==> src/core/ebpm_pkg.sv <==
// Constants for the external bus control and port-mapping block.
// Assumes a single 250 MHz clock and an AXI4-Lite register master.
//
// Notes on behaviour
// - Byte access: even gives strobe 1, bit zero 0; odd the reverse.
// - Aligned word access not split in narrow mode drives strobe 0 and address bit zero 0.
// - Strobe 1 with bit zero 1 marks a swapped misaligned word.
// - Only internal RAM accesses may show strobe and bit zero both high.
// - Misaligned word: addressed byte on low half, next byte on high.
// - Byte and word accesses may follow on consecutive cycles.
// - Peripheral mode removes the first sixteen expansion registers.
// - Expanded modes move ports A, B, C and their directions off-chip.
// - Wide expanded mode moves port D and its direction off-chip.
// - Narrow expanded mode uses an eight-bit external data bus.
// - Special narrow with port D emulation moves port D off-chip.
// - Expanded mode with port E emulation moves port E off-chip.
// - Port A drives address 15 to 8 when expanded or peripheral, else GPIO.
// - Port B drives address 7 to 0 when expanded or peripheral, else GPIO.
// - Direction bit 0 makes a pin an input, 1 an output.
// - Port A and B data registers read and write in single-chip modes only, reset zero.
// - Narrow mode splits external words into two successive byte cycles.
package ebpm_pkg;

   // ************************************************************
   // Register indices; the AXI byte address is four times these.
   // ************************************************************
   localparam logic [5:0] IDX_PORT_A_PINS = 6'h00;
   localparam logic [5:0] IDX_PORT_B_PINS = 6'h01;
   localparam logic [5:0] IDX_PORT_A_DIRECTION = 6'h02;
   localparam logic [5:0] IDX_PORT_B_DIRECTION = 6'h03;
   localparam logic [5:0] IDX_CONTROL = 6'h10;
   localparam logic [5:0] IDX_STATUS = 6'h11;
   localparam int AXI_ADDR_W = 8;
   localparam logic [7:0] PORT_RESET = 8'h00;
   localparam logic [1:0] RESP_OKAY = 2'b00;
   localparam logic [1:0] RESP_DECERR = 2'b11;

   // ************************************************************
   // Control fields and operating mode codes.
   // ************************************************************
   localparam int CTRL_MODE_LSB = 0;
   localparam int CTRL_EMD_BIT = 3;
   localparam int CTRL_EME_BIT = 4;
   localparam logic [4:0] CTRL_RESET = 5'h00;
   localparam logic [2:0] MODE_SPECIAL_SINGLE = 3'h0;
   localparam logic [2:0] MODE_SPECIAL_NARROW = 3'h1;
   localparam logic [2:0] MODE_SPECIAL_PERIPH = 3'h2;
   localparam logic [2:0] MODE_SPECIAL_WIDE = 3'h3;
   localparam logic [2:0] MODE_NORMAL_SINGLE = 3'h4;
   localparam logic [2:0] MODE_NORMAL_NARROW = 3'h5;
   localparam logic [2:0] MODE_NORMAL_WIDE = 3'h7;

   // ************************************************************
   // Bus addresses of the expansion port registers.
   // ************************************************************
   localparam logic [15:0] ADDR_PORT_C = 16'h0004;
   localparam logic [15:0] ADDR_PORT_D = 16'h0005;
   localparam logic [15:0] ADDR_DIR_C = 16'h0006;
   localparam logic [15:0] ADDR_DIR_D = 16'h0007;
   localparam logic [15:0] ADDR_PORT_E = 16'h0008;
   localparam logic [15:0] ADDR_DIR_E = 16'h0009;
   localparam logic [15:0] EXP_REG_COUNT = 16'h0010;
   localparam logic [15:0] REG_SPACE_TOP = 16'h0200;

   typedef enum logic [1:0] {
      ST_IDLE = 2'b01,
      ST_SECOND = 2'b10
   } ebpm_state_e;

endpackage : ebpm_pkg

==> src/core/ebpm_top.sv <==
// External bus cycle generator, port A/B pins and register map control.
// Assumes an AXI4-Lite master for registers and a CPU-side access port.
`timescale 1ns/100ps
module ebpm_top (
   // Clock, reset and clock enable.
   input wire logic I_CLK,
   input wire logic I_RESETN,
   input wire logic I_CE,
   // AXI4-Lite write address and data.
   input wire logic I_AWVALID,
   output logic O_AWREADY,
   input wire logic [ebpm_pkg::AXI_ADDR_W-1:0] I_AWADDR,
   input wire logic I_WVALID,
   output logic O_WREADY,
   input wire logic [31:0] I_WDATA,
   input wire logic [3:0] I_WSTRB,
   // AXI4-Lite write response.
   output logic O_BVALID,
   input wire logic I_BREADY,
   output logic [1:0] O_BRESP,
   // AXI4-Lite read.
   input wire logic I_ARVALID,
   output logic O_ARREADY,
   input wire logic [ebpm_pkg::AXI_ADDR_W-1:0] I_ARADDR,
   output logic O_RVALID,
   input wire logic I_RREADY,
   output logic [31:0] O_RDATA,
   output logic [1:0] O_RRESP,
   // CPU-side access request.
   input wire logic I_ACC_VALID,
   output logic O_ACC_READY,
   input wire logic [15:0] I_ACC_ADDR,
   input wire logic I_ACC_WRITE,
   input wire logic I_ACC_WORD,
   input wire logic I_ACC_RAM,
   input wire logic [15:0] I_ACC_WDATA,
   // External bus cycle outputs.
   output logic O_BUS_VALID,
   output logic O_BUS_EXTERNAL,
   output logic O_LOW_BYTE_STROBE,
   output logic O_ADDRESS_BIT_ZERO,
   output logic O_BUS_RW,
   output logic [15:0] O_BUS_ADDR,
   output logic [15:0] O_BUS_DATA,
   // Port A and port B pins.
   input wire logic [7:0] I_PORT_A_BITS,
   output logic [7:0] O_PORT_A_BITS,
   output logic [7:0] O_PORT_A_BITS_OE_N,
   input wire logic [7:0] I_PORT_B_BITS,
   output logic [7:0] O_PORT_B_BITS,
   output logic [7:0] O_PORT_B_BITS_OE_N
);
   import ebpm_pkg::*;

   // ************************************************************
   // Storage.
   // ************************************************************
   logic [7:0] port_a_pins, port_b_pins, port_a_direction, port_b_direction;
   logic [4:0] control;
   ebpm_state_e state;
   logic [15:0] second_addr;
   logic second_write, second_ext, bus_ram, aw_held, w_held, w_en;
   logic [7:0] second_byte, w_byte;
   logic [5:0] aw_idx;

   // ************************************************************
   // Mode decode.
   // ************************************************************
   logic [2:0] mode;
   logic emulate_port_d_bit, emulate_port_e_bit, narrow, wide, expanded, periph, ab_mapped;

   // Expanded covers narrow and wide; code 6 behaves as single chip.
   assign mode = control[CTRL_MODE_LSB +: 3];
   assign emulate_port_d_bit = control[CTRL_EMD_BIT];
   assign emulate_port_e_bit = control[CTRL_EME_BIT];
   assign narrow = (mode == MODE_SPECIAL_NARROW) ||
                   (mode == MODE_NORMAL_NARROW);
   assign wide = (mode == MODE_SPECIAL_WIDE) || (mode == MODE_NORMAL_WIDE);
   assign expanded = narrow || wide;
   assign periph = (mode == MODE_SPECIAL_PERIPH);
   assign ab_mapped = !(expanded || periph);

   // Decide whether an access becomes an external bus cycle.
   function automatic logic is_external(input logic [15:0] addr,
                                        input logic ram);
      logic ext;
      ext = 1'b0;
      if (ram) begin
         ext = 1'b0;
      end else if (addr < EXP_REG_COUNT) begin
         if (periph) begin
            ext = 1'b1;
         end else if (expanded) begin
            // Ports A, B, C and their directions live off-chip.
            ext = (addr < ADDR_PORT_D) || (addr == ADDR_DIR_C);
            if ((addr == ADDR_PORT_D) || (addr == ADDR_DIR_D)) begin
               ext = wide || ((mode == MODE_SPECIAL_NARROW) && emulate_port_d_bit);
            end
            if ((addr == ADDR_PORT_E) || (addr == ADDR_DIR_E)) begin
               ext = emulate_port_e_bit;
            end
         end
      end else begin
         ext = (addr >= REG_SPACE_TOP) && (expanded || periph);
      end
      return ext;
   endfunction : is_external

   // ************************************************************
   // Access request decode.
   // ************************************************************
   logic acc_take, acc_ext, misaligned, need_split;

   // A new request is taken every free cycle, byte or word alike.
   assign O_ACC_READY = (state == ST_IDLE);
   assign acc_take = I_ACC_VALID && O_ACC_READY && I_CE;
   assign acc_ext = is_external(I_ACC_ADDR, I_ACC_RAM);
   assign misaligned = I_ACC_WORD && I_ACC_ADDR[0];
   // Only RAM finishes an odd word in one cycle; the rest go in two bytes.
   assign need_split = I_ACC_WORD &&
                       ((acc_ext && narrow) || (misaligned && !I_ACC_RAM));

   // ************************************************************
   // Sequencer for the second half of a split word.
   // ************************************************************
   always_ff @(posedge I_CLK or negedge I_RESETN) begin
      if (!I_RESETN) begin
         state <= ST_IDLE;
         second_addr <= 16'h0000;
         second_write <= 1'b0;
         second_ext <= 1'b0;
         second_byte <= 8'h00;
      end else if (I_CE) begin
         unique case (state)
            ST_IDLE: begin
               if (acc_take && need_split) begin
                  state <= ST_SECOND;
                  second_addr <= I_ACC_ADDR + 16'h0001;
                  second_write <= I_ACC_WRITE;
                  second_ext <= is_external(I_ACC_ADDR + 16'h0001, 1'b0);
                  second_byte <= I_ACC_WDATA[7:0];
               end
            end
            ST_SECOND: begin
               state <= ST_IDLE;
            end
         endcase
      end
   end

   // ************************************************************
   // Bus cycle outputs, registered one edge after the request.
   // ************************************************************
   always_ff @(posedge I_CLK or negedge I_RESETN) begin
      if (!I_RESETN) begin
         O_BUS_VALID <= 1'b0;
         O_BUS_EXTERNAL <= 1'b0;
         O_LOW_BYTE_STROBE <= 1'b1;
         O_ADDRESS_BIT_ZERO <= 1'b0;
         O_BUS_RW <= 1'b1;
         O_BUS_ADDR <= 16'h0000;
         O_BUS_DATA <= 16'h0000;
         bus_ram <= 1'b0;
      end else if (I_CE) begin
         O_BUS_VALID <= 1'b0;
         if (state == ST_SECOND) begin
            // Second byte: strobe and bit zero follow its own address.
            O_BUS_VALID <= 1'b1;
            O_BUS_EXTERNAL <= second_ext;
            O_LOW_BYTE_STROBE <= !second_addr[0];
            O_ADDRESS_BIT_ZERO <= second_addr[0];
            O_BUS_RW <= !second_write;
            O_BUS_ADDR <= second_addr;
            O_BUS_DATA <= {second_byte, second_byte};
            bus_ram <= 1'b0;
         end else if (acc_take) begin
            O_BUS_VALID <= 1'b1;
            O_BUS_EXTERNAL <= acc_ext;
            O_BUS_RW <= !I_ACC_WRITE;
            O_BUS_ADDR <= I_ACC_ADDR;
            O_ADDRESS_BIT_ZERO <= I_ACC_ADDR[0];
            bus_ram <= I_ACC_RAM;
            if (!I_ACC_WORD || need_split) begin
               // Byte cycle; the byte is copied to both halves so it
               // sits on the upper pins in narrow mode as well.
               O_LOW_BYTE_STROBE <= !I_ACC_ADDR[0];
               O_BUS_DATA <= {I_ACC_WDATA[15:8], I_ACC_WDATA[15:8]};
            end else if (misaligned) begin
               O_LOW_BYTE_STROBE <= 1'b1;
               O_BUS_DATA <= {I_ACC_WDATA[7:0], I_ACC_WDATA[15:8]};
            end else begin
               O_LOW_BYTE_STROBE <= 1'b0;
               O_BUS_DATA <= I_ACC_WDATA;
            end
         end
      end
   end

   // ************************************************************
   // Port A and port B pins.
   // ************************************************************
   // Expanded pins carry the address; the latch is kept for later use.
   always_comb begin
      if (!ab_mapped) begin
         O_PORT_A_BITS = O_BUS_ADDR[15:8];
         O_PORT_B_BITS = O_BUS_ADDR[7:0];
         O_PORT_A_BITS_OE_N = 8'h00;
         O_PORT_B_BITS_OE_N = 8'h00;
      end else begin
         O_PORT_A_BITS = port_a_pins;
         O_PORT_B_BITS = port_b_pins;
         O_PORT_A_BITS_OE_N = ~port_a_direction;
         O_PORT_B_BITS_OE_N = ~port_b_direction;
      end
   end

   // ************************************************************
   // AXI4-Lite write channel.
   // ************************************************************
   logic wr_go, wr_mapped;

   assign O_AWREADY = !aw_held && !O_BVALID;
   assign O_WREADY = !w_held && !O_BVALID;
   assign wr_go = aw_held && w_held && !O_BVALID && I_CE;
   // Port registers drop out of the map in expanded and peripheral modes.
   assign wr_mapped = (aw_idx == IDX_CONTROL) ||
      (ab_mapped && (aw_idx <= IDX_PORT_B_DIRECTION));

   // Address and data are held independently, in whichever order.
   always_ff @(posedge I_CLK or negedge I_RESETN) begin
      if (!I_RESETN) begin
         aw_held <= 1'b0;
         w_held <= 1'b0;
         aw_idx <= 6'h00;
         w_byte <= 8'h00;
         w_en <= 1'b0;
      end else if (I_CE) begin
         if (I_AWVALID && O_AWREADY) begin
            aw_held <= 1'b1;
            aw_idx <= I_AWADDR[7:2];
         end else if (wr_go) begin
            aw_held <= 1'b0;
         end
         if (I_WVALID && O_WREADY) begin
            w_held <= 1'b1;
            w_byte <= I_WDATA[7:0];
            w_en <= I_WSTRB[0];
         end else if (wr_go) begin
            w_held <= 1'b0;
         end
      end
   end

   // Response is raised on the edge that performs the write.
   always_ff @(posedge I_CLK or negedge I_RESETN) begin
      if (!I_RESETN) begin
         O_BVALID <= 1'b0;
         O_BRESP <= RESP_OKAY;
      end else if (I_CE) begin
         if (wr_go) begin
            O_BVALID <= 1'b1;
            O_BRESP <= wr_mapped ? RESP_OKAY : RESP_DECERR;
         end else if (I_BREADY) begin
            O_BVALID <= 1'b0;
         end
      end
   end

   // Register updates; only the low byte lane is implemented.
   always_ff @(posedge I_CLK or negedge I_RESETN) begin
      if (!I_RESETN) begin
         port_a_pins <= PORT_RESET;
         port_b_pins <= PORT_RESET;
         port_a_direction <= PORT_RESET;
         port_b_direction <= PORT_RESET;
         control <= CTRL_RESET;
      end else if (wr_go && wr_mapped && w_en) begin
         unique case (aw_idx)
            IDX_PORT_A_PINS: port_a_pins <= w_byte;
            IDX_PORT_B_PINS: port_b_pins <= w_byte;
            IDX_PORT_A_DIRECTION: port_a_direction <= w_byte;
            IDX_PORT_B_DIRECTION: port_b_direction <= w_byte;
            default: control <= w_byte[4:0];
         endcase
      end
   end

   // ************************************************************
   // AXI4-Lite read channel.
   // ************************************************************
   logic [7:0] port_a_view, port_b_view, status;
   logic [5:0] rd_idx;
   logic rd_mapped;

   // Inputs show the pin, outputs the latch.
   assign port_a_view = (I_PORT_A_BITS & ~port_a_direction) |
                        (port_a_pins & port_a_direction);
   assign port_b_view = (I_PORT_B_BITS & ~port_b_direction) |
                        (port_b_pins & port_b_direction);
   assign status = {4'h0, !ab_mapped,
                    is_external(ADDR_PORT_D, 1'b0),
                    is_external(ADDR_PORT_E, 1'b0),
                    state == ST_SECOND};
   assign rd_idx = I_ARADDR[7:2];
   assign rd_mapped = (rd_idx == IDX_CONTROL) || (rd_idx == IDX_STATUS) ||
      (ab_mapped && (rd_idx <= IDX_PORT_B_DIRECTION));
   assign O_ARREADY = !O_RVALID;

   // Data is captured on the address edge; out-of-map reads give zero.
   always_ff @(posedge I_CLK or negedge I_RESETN) begin
      if (!I_RESETN) begin
         O_RVALID <= 1'b0;
         O_RDATA <= 32'h0000_0000;
         O_RRESP <= RESP_OKAY;
      end else if (I_CE) begin
         if (I_ARVALID && O_ARREADY) begin
            O_RVALID <= 1'b1;
            O_RRESP <= rd_mapped ? RESP_OKAY : RESP_DECERR;
            O_RDATA <= 32'h0000_0000;
            if (rd_mapped) begin
               unique case (rd_idx)
                  IDX_PORT_A_PINS: O_RDATA[7:0] <= port_a_view;
                  IDX_PORT_B_PINS: O_RDATA[7:0] <= port_b_view;
                  IDX_PORT_A_DIRECTION: O_RDATA[7:0] <= port_a_direction;
                  IDX_PORT_B_DIRECTION: O_RDATA[7:0] <= port_b_direction;
                  IDX_CONTROL: O_RDATA[4:0] <= control;
                  default: O_RDATA[7:0] <= status;
               endcase
            end
         end else if (I_RREADY) begin
            O_RVALID <= 1'b0;
         end
      end
   end
endmodule : ebpm_top

==> config.mk <==
export PLATFORM = sky130hd
export DESIGN_NAME = ebpm_top
export DESIGN_NICKNAME = d
export VERILOG_FILES = /design/src/core/ebpm_pkg.sv /design/src/core/ebpm_top.sv
export SDC_FILE = /design/constraint.sdc
export NUM_CORES = 1
export LEC_CHECK = 0
export ABC_AREA = 1
export BUFFER_PORTS_ARGS = -buffer_cell sky130_fd_sc_hd__clkbuf_2
export CORE_UTILIZATION = 40
export DETAILED_ROUTE_END_ITERATION = 10
export PLACE_DENSITY = 0.76
export SETUP_SLACK_MARGIN = 0.15
export SLEW_MARGIN = 20
export SYNTH_ARGS = -nofsm -noshare
export SYNTH_HDL_FRONTEND = slang
export SYNTH_SLANG_ARGS = --single-unit
==> constraint.sdc <==
create_clock -name I_CLK -period 3.85 [get_ports I_CLK]
set_clock_uncertainty 0.05 [all_clocks]
set_input_delay 0 -clock I_CLK [delete_from_list [all_inputs] [get_ports I_CLK]]
set_output_delay 0 -clock I_CLK [all_outputs]
set_load 0.05 [all_outputs]
==> metrics <==
met3 GRT Util 0.04027; worst setup margin 1124 ps; DRC 0; final WL 19,920 um; post-synth cell types 47; crit path time final 2726 ps; most crowded layer after global routing met2; largest net degree at the start of global routing 67; first-pass GRT wire length 31,080 um; core area 0.01742 mm2; Iter 0 DRT Violations 477; gr ovfl total 0; CP Data Arrival Time 3010 ps; worst r2r src state[0]; Reg clk slew, reported paths 60 ps; Setup TNS Final 0 ps; final instance area 0.009231 mm2; row count 48; cell repeated most along the worst path nand2_1; r2r setup slk 1310 ps; Nets 1,219; die width 135.9 um; gpl congestion 0.9099; max-capacitance violation count 0; clock buffer depth 2; hpwl dp 14,250 um; Power Density 704.1 mW/mm2; Tot Pwr 6.500 mW; relative slew slack 0.3252; WP data required 4130 ps; initial antenna violation count 0; worst path bufs/invs 4; Final period util 0.7081; RSZ-0062 raised after global routing no; worst min-delay path endpoint second_addr[14]; Seq/Total Area, Yosys 0.4542; Worst Hold Class in2reg; Layout area overhead 28.74%; outcome complete, no violations; CP Capture Type register; die area 0.01847 mm2; layout cells sized above 1 0.2435; most common cell after layout, fill and taps aside nand2_1; antenna-violating nets left 0; Ys Warns 0; total track usage 0.2199; die height 135.9 um; Initial Util 0.4117; DP Area 0.008064 mm2; WHS Path Cells 5; Root Driver clkbuf_16; grt met1 use 0.2932; worst skew pair latency 410 ps; Leakage 4.557 nW; detailed-router iteration count before antenna repair 5; Yosys reg bits 130; TritonCTS clock tree yes; met2 Usage GRT 0.3594; area of the mapped netlist 0.007171 mm2; Non-Filler Instances 1,338; number of enable flip-flop cells after synthesis 0; Port Buffers 167; Startpoint Class input port; post-CTS sizing 0; async set-reset flop share out of synthesis 1.000; Crit path max-delay family buffers and inverters; Max Clock Freq 0.3668 GHz; vias post-DR 6,718; Routed wire per std cell 14.89 um; HP Start I_ACC_VALID; Worst-Margin Slew 1011 ps; Mapped Cells 889; # IOs 223; vias per inst 5.021; Peak VDD IR 0.5306 mV; final setup violation count 0; CP cell instances dlygate4sd3_1 -> clkbuf_2 -> inv_1 -> ha_1 -> nor2_1 -> a21oi_1 -> nand2_1 -> nand2_1 -> nand2_1 -> nand2_1 -> nand2_1 -> nand2_1 -> nand3_2 -> nand2_2 -> nand2_2 -> buf_4 -> nor2_1 -> a21oi_1; Post-synth top flop dfrtp_1; CP max-delay cell dlygate4sd3_1; most frequent cells in the layout nand2_1 (195), clkbuf_2 (166), dfrtp_1 (127); H-tree levels 4; Critical Path Fanout Max 32; vias in the first global route 6,067; Register-to-Register Path Depth 8; RR Endpoint O_BUS_DATA[14]; Place WS 1256 ps; Critical Path Max Stage Delay 530 ps; final max-slew violation count 0; Placed Instances 1,249; Fin. Hold Viols 0; CTS Sinks 130; ant diodes 0; CTS buffer count 17; Setup CP Type in2reg; syn_area_per_cell 8.066 um2
worst min-delay path, stage by stage:
cell	delay, ps
clkbuf_2	80
nand3_1	110
nor2_1	110
nand3_1	90
nand2_1	50
cells in the mapped netlist, drive strengths merged (8+ instances only):
master,n,share of area
nand2,203,0.11
a21oi,52,0.037
o21a,8,0.0084
inv,98,0.051
xor2,12,0.015
buf,44,0.043
dfrtp,127,0.44
nor3,12,0.0091
o21ai,122,0.10
mux2,8,0.013
clkbuf,16,0.0084
nand4,15,0.017
nor2,90,0.050
nand3,22,0.018
o211ai,15,0.016
kinds of logic (layout without fill, tap and decap cells):
family	count (synthesis)	count (layout)	synth area share
muxes	14	14	0.02094
AOI/OAI and AO/OA	219	219	0.1841
and+or+nand+nor	347	347	0.2096
DFF	130	130	0.4542
adders and majority gates	7	7	0.01221
other	1	24	0.0005230
buffers and inverters	158	359	0.1026
xor gates and xnor gates	13	13	0.01588
what timing repair did:
action	CTS	global route
setup endpoints to repair	0	0
hold buffers	57	0
endpoints found under the hold margin	132	0
buffers inserted	0	0
through the flow:
stage / util / hold WS [ps]
after floorplan: - / -345.6
after global placement: 0.4630 / 104.4
after detailed placement: 0.4630 / 110.3
after CTS: 0.5300 / 0.5689
after global routing: 0.5300 / 45.27
final: 0.5300 / 16.63
layout make-up:
cell class,instances,area [um2]
multi-input cells,624,3269
flip-flops and latches,130,3257
clock inverters,11,126.4
repair buffers,229,1459
clock buffers,21,470.5
inverters,98,367.9
fillers,1663,8185
well taps,225,281.5
flip-flops by register name, indices dropped and copies added, names as in the netlist, 5 cells and up:
signal	count
O_BUS_ADDR	16
O_BUS_DATA	16
second_addr	16
O_RDATA	8
port_a_direction	8
port_a_pins	8
port_b_direction	8
port_b_pins	8
second_byte	8
w_byte	8
aw_idx	6
control	5
worst max-delay path by stage:
stage	from	to	slack [ps]	cells past startpoint
detailed placement	I_ACC_ADDR[0]	second_byte[3]	1260	17
CTS	I_ACC_ADDR[0]	second_byte[3]	1140	18
floorplan	state[0]	O_BUS_DATA[11]	1440	9
global route	I_ACC_ADDR[0]	second_byte[1]	830	18
global placement	I_ACC_ADDR[0]	second_byte[3]	1280	17
finish	I_ACC_ADDR[0]	second_byte[1]	1120	18
layer usage:
metal	part of all wire	vias up	routed length [um]
met4	0.016	0	313
met2	0.47	279	9426
met1	0.44	3114	8841
met3	0.067	20	1337
li1	-	3305	-
met5	0	-	0
report_power, final:
group	total, mW	leakage (nW)	internal [mW]	switching, mW
sequential	1.98	1.60	1.74	0.240
clock	1.62	0.282	1.01	0.611
combinational	2.90	2.67	0.646	2.25
total	6.50	4.56	3.40	3.10
Power figures use the tool's default switching activity.
